## src/core/bit_exec_regs.svh

```systemverilog
// Constants for the bit, skip, call and clear execute block
`ifndef BIT_EXEC_REGS_SVH
`define BIT_EXEC_REGS_SVH
`define OPC_HI_SET 4'h8
`define OPC_HI_TEST 4'h9
`define OPC_HI_TOGGLE 4'h3
`define OPC_HI_CLEAR 4'h2
`define CLEAR_SUB 3'h4
`define CALL_TOP 3'h7
`define PC_PAGE_LSB 13
`define LIT_HI_LSB 8
`define ZERO_BYTE 8'h00
`define PC_STEP 16'h0001
`define PH_Q1 2'h0
`define PH_Q2 2'h1
`define PH_Q3 2'h2
`define PH_Q4 2'h3
`endif

```

## src/core/bit_exec_pkg.sv

```systemverilog
// Types for the bit, skip, call and clear execute block
`default_nettype none
package bit_exec_pkg;
    typedef enum logic [2:0]
    {
        OP_NONE = 3'b000,
        OP_SET = 3'b001,
        OP_TOGGLE = 3'b010,
        OP_CLEAR = 3'b011,
        OP_SKIP_ZERO = 3'b100,
        OP_SKIP_ONE = 3'b101,
        OP_CALL = 3'b110
    } op_e;

    typedef enum logic [1:0]
    {
        ST_EXEC = 2'b00,
        ST_FLUSH = 2'b01
    } state_e;

    // Data memory request toward the register file
    typedef struct packed {
        logic rd;
        logic wr;
        logic [7:0] addr;
        logic [7:0] wdata;
    } mem_req_s;

    // Program counter, stack and latch update toward the core
    typedef struct packed {
        logic push;
        logic [15:0] push_data;
        logic pc_load;
        logic [15:0] pc_data;
        logic latch_load;
        logic [7:0] latch_data;
    } flow_s;

    typedef struct packed {
        state_e st;
        logic [1:0] phase;
        op_e op;
        logic [15:0] instr;
        logic [7:0] data;
        logic cond;
        logic done;
        logic flush;
        mem_req_s mem;
        flow_s flow;
        logic w_wr;
        logic [7:0] w_data;
    } state_s;
endpackage : bit_exec_pkg
`default_nettype wire

```

## src/core/bit_skip_call_clear_exec.sv

```systemverilog
// Execute logic for bit set, toggle, bit test skip, in-page call and register clear
`timescale 1ns/1ns
`default_nettype none
`include "bit_exec_regs.svh"

module bit_skip_call_clear_exec
(
    input wire logic clk_in,
    input wire logic rst_n_in,
    input wire logic instr_valid_in,
    input wire logic [15:0] instr_in,
    input wire logic [15:0] pc_in,
    input wire logic [7:0] mem_rdata_in,
    output logic instr_take_out,
    output logic [1:0] phase_out,
    output bit_exec_pkg::mem_req_s mem_out,
    output bit_exec_pkg::flow_s flow_out,
    output logic working_register_wr_out,
    output logic [7:0] working_register_data_out,
    output logic flush_out,
    output logic done_out,
    output logic busy_out
);
    bit_exec_pkg::state_s state_reg;
    bit_exec_pkg::state_s state_next;

    // Classify one instruction word; used only at decode in Q1
    function automatic bit_exec_pkg::op_e decode_op(input logic [15:0] w);
        decode_op = bit_exec_pkg::OP_NONE;
        if (w[15:13] == `CALL_TOP)
            decode_op = bit_exec_pkg::OP_CALL;
        else if (w[15:12] == `OPC_HI_SET && !w[11])
            decode_op = bit_exec_pkg::OP_SET;
        else if (w[15:12] == `OPC_HI_TEST)
            decode_op = w[11] ? bit_exec_pkg::OP_SKIP_ZERO : bit_exec_pkg::OP_SKIP_ONE;
        else if (w[15:12] == `OPC_HI_TOGGLE && w[11])
            decode_op = bit_exec_pkg::OP_TOGGLE;
        else if (w[15:12] == `OPC_HI_CLEAR && w[11:9] == `CLEAR_SUB)
            decode_op = bit_exec_pkg::OP_CLEAR;
    endfunction : decode_op

    // One-hot mask of the selected bit
    function automatic logic [7:0] bit_mask(input logic [2:0] b);
        bit_mask = 8'h01 << b;
    endfunction : bit_mask

    // Next-state logic: a quarter-cycle phase counter drives each instruction
    always_comb
    begin
        state_next = state_reg;
        state_next.done = 1'b0;
        state_next.mem.rd = 1'b0;
        state_next.mem.wr = 1'b0;
        state_next.flow.push = 1'b0;
        state_next.flow.pc_load = 1'b0;
        state_next.flow.latch_load = 1'b0;
        state_next.w_wr = 1'b0;
        state_next.flush = 1'b0;
        // Phase advances every clock; only an empty decode slot holds it
        state_next.phase = state_reg.phase + 2'h1;
        case (state_reg.st)
            bit_exec_pkg::ST_EXEC:
            begin
                case (state_reg.phase)
                    `PH_Q1:
                    begin
                        // Decode; a word we do not own still costs one cycle of NOP
                        if (instr_valid_in)
                        begin
                            state_next.instr = instr_in;
                            state_next.op = decode_op(instr_in);
                        end
                        else
                        begin
                            // Idle decode slot: hold the phase so no cycle is spent
                            state_next.op = bit_exec_pkg::OP_NONE;
                            state_next.phase = `PH_Q1;
                        end
                    end
                    `PH_Q2:
                    begin
                        // Address latched for every word; only owned operations read it
                        state_next.mem.addr = state_reg.instr[7:0];
                        if (state_reg.op == bit_exec_pkg::OP_CALL)
                        begin
                            // Return address pushed before the counter moves
                            state_next.flow.push = 1'b1;
                            state_next.flow.push_data = pc_in + `PC_STEP;
                        end
                        else if (state_reg.op != bit_exec_pkg::OP_NONE)
                            state_next.mem.rd = 1'b1;
                    end
                    `PH_Q3:
                    begin
                        // Modify the byte read in Q2; flags are never touched here
                        case (state_reg.op)
                            bit_exec_pkg::OP_SET:
                                state_next.data = mem_rdata_in | bit_mask(state_reg.instr[10:8]);
                            bit_exec_pkg::OP_TOGGLE:
                                state_next.data = mem_rdata_in ^ bit_mask(state_reg.instr[10:8]);
                            bit_exec_pkg::OP_CLEAR:
                                state_next.data = `ZERO_BYTE;
                            default:
                                state_next.data = mem_rdata_in;
                        endcase
                        // Skip decision uses the same byte, so test and modify never see different data
                        state_next.cond = |(mem_rdata_in & bit_mask(state_reg.instr[10:8]));
                    end
                    `PH_Q4:
                    begin
                        state_next.done = 1'b1;
                        case (state_reg.op)
                            // Write-back in the last quarter, after the byte was modified
                            bit_exec_pkg::OP_SET, bit_exec_pkg::OP_TOGGLE:
                            begin
                                state_next.mem.wr = 1'b1;
                                state_next.mem.wdata = state_reg.data;
                            end
                            bit_exec_pkg::OP_CLEAR:
                            begin
                                state_next.mem.wr = 1'b1;
                                state_next.mem.wdata = state_reg.data;
                                state_next.w_wr = !state_reg.instr[8];
                                state_next.w_data = `ZERO_BYTE;
                            end
                            bit_exec_pkg::OP_SKIP_ZERO:
                            begin
                                state_next.flush = !state_reg.cond;
                                state_next.st = state_reg.cond ? bit_exec_pkg::ST_EXEC : bit_exec_pkg::ST_FLUSH;
                            end
                            bit_exec_pkg::OP_SKIP_ONE:
                            begin
                                state_next.flush = state_reg.cond;
                                state_next.st = state_reg.cond ? bit_exec_pkg::ST_FLUSH : bit_exec_pkg::ST_EXEC;
                            end
                            bit_exec_pkg::OP_CALL:
                            begin
                                // Upper three counter bits stay, so the target is page-local
                                state_next.flow.pc_load = 1'b1;
                                state_next.flow.pc_data = {pc_in[15:`PC_PAGE_LSB], state_reg.instr[12:0]};
                                state_next.flow.latch_load = 1'b1;
                                // Page number on top, upper literal bits below
                                state_next.flow.latch_data = {pc_in[15:`PC_PAGE_LSB],
                                    state_reg.instr[12:`LIT_HI_LSB]};
                                state_next.flush = 1'b1;
                                state_next.st = bit_exec_pkg::ST_FLUSH;
                            end
                            default:
                            begin
                                // Unowned words end here with only the done pulse
                            end
                        endcase
                    end
                    default:
                    begin
                        // Two-bit phase has no other codes
                    end
                endcase
            end
            bit_exec_pkg::ST_FLUSH:
            begin
                // Whole no-operation cycle while the prefetched word is dropped
                state_next.op = bit_exec_pkg::OP_NONE;
                // Take stays low throughout, so the discarded word is never decoded
                if (state_reg.phase == `PH_Q4)
                begin
                    state_next.done = 1'b1;
                    state_next.st = bit_exec_pkg::ST_EXEC;
                end
            end
            default:
            begin
                // Unused state code: fall back to a clean decode slot
                state_next.st = bit_exec_pkg::ST_EXEC;
                state_next.phase = `PH_Q1;
            end
        endcase
    end

    // State register with synchronous active-low reset
    always_ff @(posedge clk_in)
    begin
        if (!rst_n_in)
        begin
            // Clearing the whole struct drops every pulse, so nothing writes after reset
            state_reg <= '0;
        end
        else
        begin
            state_reg <= state_next;
        end
    end

    // Outputs straight from the state register; take and busy are the decoded terms
    // Pulses last one clock; addresses and data hold until the next overwrite
    assign instr_take_out = (state_reg.st == bit_exec_pkg::ST_EXEC) && (state_reg.phase == `PH_Q1);
    assign phase_out = state_reg.phase;
    assign mem_out = state_reg.mem;
    assign flow_out = state_reg.flow;
    assign working_register_wr_out = state_reg.w_wr;
    assign working_register_data_out = state_reg.w_data;
    assign flush_out = state_reg.flush;
    assign done_out = state_reg.done;
    assign busy_out = (state_reg.st == bit_exec_pkg::ST_FLUSH);
endmodule : bit_skip_call_clear_exec
`default_nettype wire

```

## config.mk

```make
export PLATFORM = sky130hd
export DESIGN_NAME = bit_skip_call_clear_exec
export DESIGN_NICKNAME = d
export VERILOG_FILES = /design/src/core/bit_exec_pkg.sv /design/src/core/bit_skip_call_clear_exec.sv
export VERILOG_INCLUDE_DIRS = /design/src /design/src/core
export SDC_FILE = /design/constraint.sdc
export NUM_CORES = 1
export LEC_CHECK = 0
export ABC_AREA = 0
export BUFFER_PORTS_ARGS = -buffer_cell sky130_fd_sc_hd__clkbuf_2
export CAP_MARGIN = 25
export CORE_UTILIZATION = 53
export CTS_CLUSTER_SIZE = 16
export DETAILED_ROUTE_END_ITERATION = 16
export GPL_TIMING_DRIVEN = 0
export PLACE_DENSITY = 0.84
export SETUP_SLACK_MARGIN = 0.05
export SLEW_MARGIN = 40
export SYNTH_ARGS = -nofsm -noshare
export SYNTH_HDL_FRONTEND = slang
export SYNTH_SLANG_ARGS = --single-unit
```

## constraint.sdc

```tcl
create_clock -name clk_in -period 2.2 [get_ports clk_in]
set_clock_uncertainty 0.05 [all_clocks]
set_input_delay 0.33 -clock clk_in [delete_from_list [all_inputs] [get_ports clk_in]]
set_output_delay 0.33 -clock clk_in [all_outputs]
set_load 0.01 [all_outputs]
```

======== Word-level counts from Yosys, hierarchy flattened ========
Index checks and enable logic that the tools add are counted.
storage, ports and cells
  bits in registers ....................... 96
  latch bits .............................. 0
  RAM bits ................................ 0
  bits in read-only memories .............. 0
  input port bits ......................... 43
  output and inout bits ................... 76
  memories ................................ 0
cells by class
  add/sub/neg operators ................... 2
  multipliers ............................. 0
  div/mod/pow operators ................... 0
  order comparisons ....................... 0
  equal/unequal tests ..................... 20
  shift-type cells ........................ 1
  muxes and demuxes ....................... 27
  bitwise operators ....................... 6
  reductions and logical operators ........ 25
operators with widths
  cell                                                                number
  26-bit 2-to-1 mux                                                   1
  8-bit case mux with 3 select lines                                  1
  21-bit 2-to-1 mux                                                   1
  3-bit AND reduction                                                 7
  17-bit 2-to-1 mux                                                   1
  16-bit by 1-bit adder with 16-bit output (second input constant)    1
  16-bit 2-to-1 mux                                                   1
  3-bit == test (second input constant)                               5
  3-bit 2-to-1 mux                                                    5
  2-bit 2-to-1 mux                                                    5
  8-bit bitwise AND                                                   1
  4-bit by 2-bit == test with 1-bit output (second input constant)    2
  4-bit == test (second input constant)                               2
  8-bit bitwise OR                                                    1
  2-bit case mux with 2 select lines                                  2
  8-bit OR reduction                                                  1
  1-bit by 3-bit left shift with 8-bit output (first input constant)  1
  8-bit bitwise XOR                                                   1
  3-bit by 2-bit == test with 1-bit output (second input constant)    2
  1-bit 2-to-1 mux                                                    6
  2-bit case mux with 3 select lines                                  1
  3-bit case mux with 2 select lines                                  1
  2-bit AND reduction                                                 3
  2-bit by 1-bit == test with 1-bit output (second input constant)    2
  other kinds (17)                                                    27

======== Logic depth before layout (Yosys ltp) ========
Gate-level depths: netlist of run 1.
  depth after elaboration ................. 10
  depth in mapped cells ................... 8
  mapped depth without buffers ............ 6

======== Worst setup path before layout of run 1 ========
OpenSTA, ideal clock, no wires.
  path type ............................... register -> register
  start ................................... register state_reg[89] (netlist bit)
  end ..................................... register state_reg[74] (netlist bit)
  setup time .............................. 0.116 ns
  arrival time ............................ 1.649 ns
  required time ........................... 2.034 ns
  path slack .............................. 0.385 ns
  stages on the path, launching flop included .. 7
  buffers on the path ..................... 1
  path through ............................ dfxtp_1 clkbuf_1 or3b_2 ha_1 a2bb2oi_1 o221ai_1 o211a_1
between the ends
  word-level cells in the longest chain between the ends .. 3
RTL lines
  what                                                          line                                                             text
  start: declaration                                            bit_skip_call_clear_exec.sv:24                                   bit_exec_pkg::state_s state_reg;
  start signal: assignment                                      bit_skip_call_clear_exec.sv:190                                  state_reg <= state_next;
  1-bit by 3-bit left shift with 8-bit output (*)               bit_skip_call_clear_exec.sv:44                                   bit_mask = 8'h01 << b;
  8-bit bitwise XOR / 8-bit bitwise OR (equally long branches)  bit_skip_call_clear_exec.sv:100, bit_skip_call_clear_exec.sv:98
  8-bit case mux with 3 select lines (*)                        bit_skip_call_clear_exec.sv:96                                   case (state_reg.op)
Every way passes the cells marked *; elsewhere a longest branch is shown, timed or not.
A chain may end at the register's enable or synchronous reset.

======== Final worst setup path of run 1 ========
  start ................................... register state_reg[91] (netlist bit)
  end ..................................... register state_reg[77] (netlist bit)
The elaborated chain is that of the path after synthesis.

==> results of run 1 <==
==> layout by cell type (no fill, tap or decap), types with 9 or more instances in the layout <==
cell	netlist	routed
buf_2	12	12
a21boi_0	23	23
a21oi_1	21	21
inv_1	24	24
buf_4	71	71
clkbuf_2	1	111
mux2i_1	9	9
o21ai_0	12	12
ha_1	21	21
dfxtp_1	83	83
nand2_1	88	88
o211a_1	12	12
clkbuf_1	19	18
xnor2_1	13	13
nor2b_1	15	15
nor2_1	12	12
a21boi_1	14	14
clkbuf_8	0	9
==> worst max-delay path, cell delays in order, from the launching register on <==
cell and delay, ps:
dfxtp_1 320, clkbuf_1 320, or3b_2 500, ha_1 280
a2bb2oi_1 150, o221ai_1 130, o211a_1 150
==> worst paths after layout <==
check                start       endpoint  slack (ps)  cells after the start
max          state_reg[91]  state_reg[77]         180                      6
min            instr_in[7]  state_reg[88]         130                      3
max reg2reg  state_reg[91]  state_reg[77]         180                      6
min reg2reg   flow_out[15]   flow_out[15]         410                      2
==> layer usage <==
metal,routed length [µm],vias up,track usage [%]
met1,4420,1794,29.3
met2,4920,115,39.6
met4,118,0,10.0
met5,0,-,0
met3,593,11,4.91
li1,-,1930,-
==> cell families (layout without fill, tap and decap cells) <==
kind of cell / after synthesis / in the layout / synth area share (%)
AOI/OAI and AO/OA: 106 / 106 / 16.9
xor gates and xnor gates: 15 / 15 / 2.90
adders and majority gates: 21 / 21 / 5.80
buffers and inverters: 127 / 252 / 16.8
DFF: 83 / 83 / 36.7
muxes: 9 / 9 / 1.99
other: 1 / 8 / 0.0828
and+or+nand+nor: 164 / 164 / 18.9
==> what timing repair did <==
item / in CTS / in global routing
setup endpoints to repair: 0 / 1
gates resized for setup: 0 / 2
endpoints found under the hold margin: 0 / 0
==> cell type report <==
class	count	area, µm²
flip-flops and latches	83	1660
plain buffers	103	671
multi-input cells	323	2130
clock buffers	9	124
inverters	24	90.1
repair buffers	109	546
well taps	105	131
clock inverters	7	82.6
fillers	730	2820
==> stage by stage <==
step	util, %	area [µm²]	cells	hold WS (ps)	total power, µW
final	65.8	5440	763	130	3200
after global routing	65.8	5440	763	145	3350
after CTS	65.8	5440	763	126	3210
after detailed placement	63.3	5230	747	399	2070
after global placement	63.3	5230	747	398	2050
after floorplan	-	4550	533	381	1910
==> power by group <==
group / leakage (µW) / switching, µW / total [µW] / internal (µW)
Sequential: 0.000672 / 33.4 / 1590 / 1550
Clock: 0.0000988 / 618 / 1160 / 544
Combinational: 0.00193 / 258 / 451 / 193
==> key figures, run 1 <==
Layout
  • Synthesis-to-finish area growth: 20.1%
  • ANT cells: 0
  • Layout cells sized above 1: 33.7%
  • Largest register FFs: 34
  • NumNets Final: 717

Clock network
  • # clock sinks: 83
  • Clock Latency Late Sink: 360 ps
  • CTS clk-pin slew, worst paths: 100 ps
  • Max Root-Sink Buffers: 2
  • CTS tree: done
  • Post-CTS Setup Inserts: 0
  • CTS root buf: clkbuf_8
  • Total CTS buffers: 9
  • Hold_buf cts: 0
  • Max H-tree Level: 3

Min path
  • Hold crit path type: in -> reg

Synth
  • Ys flop type: dfxtp_1
  • Most frequent cells after synthesis: nand2_1 (88), dfxtp_1 (83), buf_4 (71), inv_1 (24), a21boi_0 (23)
  • Post-synthesis instance total: 526
  • Synth area leader: dfxtp_1
  • Mean Syn Cell Area: 8.61 µm²
  • Seq/Total Area, Yosys: 36.7%
  • Synth warnings: 0
  • Mapped cell area: 4530 µm²
  • Synth top area cells: dfxtp_1 (37%), buf_4 (12%), nand2_1 (7.3%), ha_1 (5.8%), a21boi_0 (3.8%)
  • Yosys top cell area share: 36.7%
  • EDFF count, synth: 0
  • Count leader, synth: nand2_1
  • Yosys reg bits: 83
  • Post-synth cell types: 51
  • Post-synth ARST share: 0%

STA
  • Setup-failing EPs final: 0
  • Final Slew Violations: 0
  • Tmin final: 2020 ps
  • Final worst setup slack: 179 ps
  • Setup_tns: 0 ps
  • Fin crit share: 91.9%
  • RSZ-0062 raised after global routing: no
  • Hold Vio Cnt, Final: 0
  • Max Freq: 0.495 GHz

Route
  • WL per Instance: 13.2 µm
  • Drt total wl: 10100 µm
  • Detailed Routing Iterations Pass 1: 4
  • 1st-iter DRT viols: 138
  • # DRC: 0
  • DRT antenna net count: 0
  • Vias: 3850
  • Routed vias/inst: 5.05

Setup path
  • Critical Path RT: 2400 ps
  • Crit start category: register
  • Critical path class: reg -> reg
  • Critical path peak fanout: 10
  • Crit end category: register
  • Worst EP arrival: 2220 ps

Power and ir drop
  • PD cells: 589 nW/µm²
  • Leakage: 0.00270 µW
  • Worst vdd ir: 0.275 mV

Status
  • Status: finished, final reports clean

Global route
  • Initial antenna violation count: 0
  • Largest net degree at the start of global routing: 17
  • Vias in the first global route: 3596
  • First-pass GRT wire length: 16500 µm
  • Overall Global Routing Usage: 23.6%
  • Total grt overflow: 0

Placement
  • Final HPWL DP: 7670 µm
  • GPL Wtd Cong: 0.843
  • Setup WS pre-CTS: 159 ps
  • PortBufs: 109

Die
  • Die area: 8920 µm²
  • Initial Utilization: 54.8%
  • Die W: 94.4 µm
  • Ports: 119
  • CORE AREA: 8260 µm²
  • Die Height: 94.4 µm
  • Rows: 33

Run
  • Max Cap Viol: 0
No activity file was read; power rests on OpenSTA's default activity.
==> inputs of run 2 (changes only) <==
Settings changed: ABC_AREA 0 to 1, PLACE_DENSITY 0.84 to 0.85.
==> key figures, run 2 <==
Status
  • Status: finished, final reports clean

Synth
  • Post-synth cell types: 34
  • Synth Area in Simple Gates: 18.0%
  • EDFF count, synth: 0
  • Count leader, synth: dfxtp_1
  • Synth top area cells: dfxtp_1 (38%), buf_4 (13%), o21ai_0 (8.2%), nor2_1 (6.1%), a21oi_1 (6.1%)
  • Yosys reg bits: 83
  • Mapped cell area: 4350 µm²
  • Largest family of logic cells by synthesized area: buffers and inverters
  • Post-synth ARST share: 0%
  • Synth warnings: 0
  • Synth area leader: dfxtp_1
  • Yosys top cell area share: 38.2%
  • Mux cell area share after synthesis: 0%
  • Seq/Total Area, Yosys: 38.2%
  • Synth Area in Compound Gates: 16.2%
  • Most frequent cells after synthesis: dfxtp_1 (83), buf_4 (73), nor2_1 (71), o21ai_0 (71), inv_1 (61)
  • Mean Syn Cell Area: 7.46 µm²
  • Post-synthesis instance total: 583
  • Ys flop type: dfxtp_1
  • Area share of xor/xnor cells in the synthesized design: 1.21%
  • Post-Synth Adder-Cell Area: 6.04%

STA
  • Setup_tns: 0 ps
  • Tmin final: 1800 ps
  • RSZ-0062 raised after global routing: no
  • Max Freq: 0.555 GHz
  • Final Slew Violations: 0
  • Fin crit share: 81.8%
  • Setup-failing EPs final: 0
  • Hold Vio Cnt, Final: 0

Layout
  • Post-route insts no fill: 818
  • Largest register FFs: 34
  • Synthesis-to-finish area growth: 20.8%
  • ANT cells: 0
  • Layout cells sized above 1: 31.0%
  • Most common cell after layout, fill and taps aside: clkbuf_2
  • Fillers: 706
  • Leading cell types in the layout, fill and taps excluded: clkbuf_2 (110), dfxtp_1 (83), buf_4 (73), nor2_1 (71), o21ai_0 (71)
  • NumNets Final: 775

Power and ir drop
  • Total Power: 3210 µW
  • Leakage: 0.00274 µW
  • Worst vdd ir: 0.411 mV
  • PD cells: 611 nW/µm²

Die
  • Ports: 119
  • Die Height: 92.6 µm
  • Die W: 92.6 µm
  • Initial Utilization: 55.5%
  • Rows: 32
  • Die area: 8580 µm²
  • CORE AREA: 7850 µm²

Min path
  • Hold path depth: 2
  • Hold crit path type: in -> reg
  • Hold Crit Start: pc_in[0]
  • Hold-critical path endpoint: flow_out[26]

Setup path
  • Critical path peak fanout: 10
  • Reg2Reg Depth: 8
  • Flop2flop setup slack: 400 ps
  • R2r startpoint: phase_out[0]
  • RR Endpoint: state_reg[87]
  • Critical Path RT: 2440 ps
  • Crit end category: register
  • Worst EP arrival: 2040 ps
  • Critical path class: reg -> reg
  • Crit start category: register

Route
  • 1st-iter DRT viols: 146
  • DRT antenna net count: 0
  • M1 WL: 4480 µm
  • # DRC: 0
  • Met3 wire len: 685 µm
  • Detailed Routing Iterations Pass 1: 5
  • Drt total wl: 10200 µm
  • WL met2: 4850 µm
  • Vias: 4054
  • Highest metal used: met4
  • Routed vias/inst: 4.96
  • WL per Instance: 12.5 µm

Clock network
  • Total CTS buffers: 9
  • CTS resizes: 0
  • Clock Latency Late Sink: 350 ps
  • CTS clk-pin slew, worst paths: 90 ps
  • Post-CTS Setup Inserts: 0
  • # clock sinks: 83
  • CTS root buf: clkbuf_8
  • Max H-tree Level: 3
  • CTS tree: done
  • Hold_buf cts: 0
  • Max Root-Sink Buffers: 2

Global route
  • First-pass GRT wire length: 16700 µm
  • Total grt overflow: 0
  • Vias in the first global route: 3712
  • Largest net degree at the start of global routing: 16
  • Initial antenna violation count: 0
  • Overall Global Routing Usage: 24.6%

Run
  • Max Cap Viol: 0

Placement
  • GPL Wtd Cong: 0.845
  • Final HPWL DP: 7850 µm
  • Placed Cells incl. Taps: 802
  • PortBufs: 110
run 2: changes by cell type after synthesis, moves of 13 or more:
cell,previous run,this run
clkbuf_1,19,6
o21ai_0,12,71
nor2_1,12,71
nor2b_1,15,0
a21oi_1,21,53
nand2_1,88,57
nor3_1,7,20
inv_1,24,61
a21boi_1,14,0
a21boi_0,23,0
run 2: kinds of logic after synthesis:
logic type,count (synthesis)
compound gates,137
flops,83
fa+ha+maj,21
other cells,1
simple gates,179
xor+xnor,6
buf+inv,156
run 2: worst max-delay path, cell delays in order, from the launching register on:
cell and delay (ps):
dfxtp_1 410, inv_1 110, ha_1 220, inv_1 70
nor2_1 60, nand2_1 270, buf_2 290, o21ai_0 100
a21oi_1 160
run 2: power by group:
part / internal (µW) / switching, µW / total (µW)
registers: 1580 / 44.0 / 1620
clock network: 532 / 568 / 1100
logic: 189 / 301 / 490
total: 2300 / 913 / 3210
run 2: per-layer routing:
metal | global-route usage (%) | vias to the layer above
met5 | 0 | -
met2 | 41.6 | 131
met4 | 9.36 | 0
met1 | 30.6 | 1834
met3 | 5.25 | 19
li1 | - | 2070
run 2: area by class of cell:
| cell class | count | area [µm²] | area share, % |
|---|---|---|---|
| Buffer | 89 | 632 | 12.0 |
| Clock inverter | 7 | 77.6 | 1.48 |
| Tap cell | 102 | 128 | 2.43 |
| Multi-Input combinational cell | 351 | 1830 | 34.9 |
| Inverter | 67 | 251 | 4.78 |
| Timing Repair Buffer | 110 | 551 | 10.5 |
| Clock buffer | 9 | 124 | 2.36 |
| Sequential cell | 83 | 1660 | 31.6 |
run 2: worst max-delay path by stage:
stage	from	end	slack [ps]	cells after the start
4_1_cts	phase_out[0]	state_reg[87]	470	8
5_1_grt	phase_out[0]	state_reg[88]	270	8
3_3_place_gp	phase_out[0]	state_reg[91]	540	8
2_1_floorplan	phase_out[0]	state_reg[89]	710	8
6_report	phase_out[0]	state_reg[87]	400	8
3_5_place_dp	phase_out[0]	state_reg[87]	480	8
run 2: through the flow:
step	utilization (%)	worst slack (ps)	hold WS, ps	area [µm²]
floorplan	-	706	370	4380
global placement	64.4	541	396	5060
detailed placement	64.4	477	400	5060
CTS	67.0	469	154	5260
global route	67.0	268	161	5260
finish	67.0	400	157	5260
==> inputs of run 3 (changes only) <==
Settings changed: CORE_UTILIZATION 53 to 48, PLACE_DENSITY 0.85 to 0.81.
Clock period 2.2 ns to 1.65 ns, I/O delays scaled along.
==> key figures, run 3 (synthesis results as in run 2) <==
Status
  • Status: finished, final reports clean

Clock network
  • CTS tree: done
  • Max Root-Sink Buffers: 2
  • CTS root buf: clkbuf_8
  • # clock sinks: 83
  • Max H-tree Level: 3
  • Hold_buf cts: 0
  • Total CTS buffers: 9
  • CTS clk-pin slew, worst paths: 90 ps
  • Clock Latency Late Sink: 350 ps

Setup path
  • Slowest-stage cell, CP: dfxtp_2
  • Cell Chain, Critical Path: inv_1, nor3_1, inv_1, ha_1, nand2_1, o21ai_1, nor3_1, nor2_1
  • Critical Path Sink: state_reg[77]
  • Critical path class: reg -> reg
  • Stages on worst setup path: 8
  • Reg2Reg Depth: 8
  • Crit end category: register
  • R2r startpoint: state_reg[91]
  • Critical path peak fanout: 6
  • Critical Path RT: 1840 ps
  • Crit start category: register
  • Worst EP arrival: 1830 ps
  • CP bufs+invs: 2
  • Top cell family by delay on the critical path: simple AND/OR/NAND/NOR gates
  • RR Endpoint: state_reg[77]
  • Flop2flop setup slack: 9 ps
  • Critical path origin: state_reg[91]
  • Largest stage delay, worst path: 380 ps

Global route
  • Total grt overflow: 0
  • Overall Global Routing Usage: 22.1%
  • First-pass GRT wire length: 17200 µm
  • Initial antenna violation count: 0
  • Largest net degree at the start of global routing: 16
  • Vias in the first global route: 3713

STA
  • Fin crit share: 99.5%
  • RSZ-0062 raised after global routing: yes
  • Hold Vio Cnt, Final: 0
  • Tmin final: 1640 ps
  • Setup-failing EPs final: 0
  • Final Slew Violations: 0
  • Final worst setup slack: 9.00 ps
  • Max Freq: 0.609 GHz

Die
  • CORE AREA: 8760 µm²
  • Die area: 9450 µm²
  • Die Height: 97.2 µm
  • Initial Utilization: 49.7%
  • Die W: 97.2 µm
  • Rows: 34
  • Ports: 119

Route
  • 1st-iter DRT viols: 135
  • Vias: 3964
  • WL per Instance: 12.4 µm
  • # DRC: 0
  • Drt total wl: 10300 µm
  • Routed vias/inst: 4.80
  • DRT antenna net count: 0
  • Detailed Routing Iterations Pass 1: 4

Layout
  • Utilization after layout: 61.1%
  • Layout cells sized above 1: 34.0%
  • Largest register FFs: 34
  • ANT cells: 0
  • Leading cell types in the layout, fill and taps excluded: clkbuf_2 (109), dfxtp_1 (78), buf_4 (76), nor2_1 (70), o21ai_0 (69)
  • Most common cell after layout, fill and taps aside: clkbuf_2
  • Fillers: 800
  • Synthesis-to-finish area growth: 23.1%
  • NumNets Final: 777
  • Post-route cell area: 5360 µm²

Placement
  • GPL Wtd Cong: 0.862
  • PortBufs: 110
  • Final HPWL DP: 7940 µm
  • DP Area: 5060 µm²
  • Setup WS pre-CTS: -107 ps

Power and ir drop
  • Worst vdd ir: 0.477 mV
  • Leakage: 0.00275 µW
  • PD cells: 779 nW/µm²

Min path
  • Hold crit path type: in -> reg

Run
  • Max Cap Viol: 0
[run 3: worst min path at each step]
stage / from / to / slack [ps] / cells after the start
2_1_floorplan: pc_in[0] / flow_out[26] / 290 / 1
3_3_place_gp: state_reg[93] / state_reg[93] / 390 / 2
3_5_place_dp: state_reg[93] / state_reg[93] / 400 / 2
4_1_cts: pc_in[0] / flow_out[26] / 70 / 2
5_1_grt: pc_in[0] / flow_out[26] / 70 / 2
6_report: pc_in[0] / flow_out[26] / 80 / 2
[run 3: worst register-to-register path, stage by stage, from the launching register on]
cell	delay, ps
dfxtp_2	380
inv_1	150
nor3_1	300
inv_1	80
ha_1	270
nand2_1	70
o21ai_1	50
nor3_1	140
nor2_1	50
[run 3: power by group]
group          switching [µW]  internal (µW)  total, µW
Clock                     756            550       1310
Combinational             416            278        693
Sequential               63.3           2110       2170
Total                    1240           2940       4170
[run 3: layer usage]
layer	wire length, µm	vias up	track usage [%]
li1	-	2067	-
met1	4550	1771	28.4
met2	4920	112	37.1
met3	656	14	4.60
met4	142	0	7.47
met5	0	-	0
[run 3: through the flow]
stage | total power [µW] | instances | setup TNS (ps) | hold slack [ps]
after floorplan | 2620 | 590 | 0 | 287
after global placement | 2820 | 808 | -42.7 | 389
after detailed placement | 2850 | 808 | -889 | 399
after CTS | 4170 | 825 | 0 | 70.4
after global routing | 4380 | 826 | -477 | 74.5
final | 4170 | 826 | 0 | 79.9
[run 3: area by class of cell]
type                    instances  area [µm²]  share of cell area, %
plain buffers                  89         639                   11.9
multi-input cells             351        1900                   35.5
clock inverters                 7        52.6                  0.981
well taps                     108         135                   2.52
flip-flops and latches         83        1670                   31.2
inverters                      67         258                   4.81
clock buffers                   9         124                   2.31
repair buffers                112         572                   10.7
[run 3: timing repair]
item	in CTS	in global routing
pin swaps	2	3
resized for setup	17	17
setup buffers	1	1
endpoints found under the setup margin	22	34
gates cloned	0	0
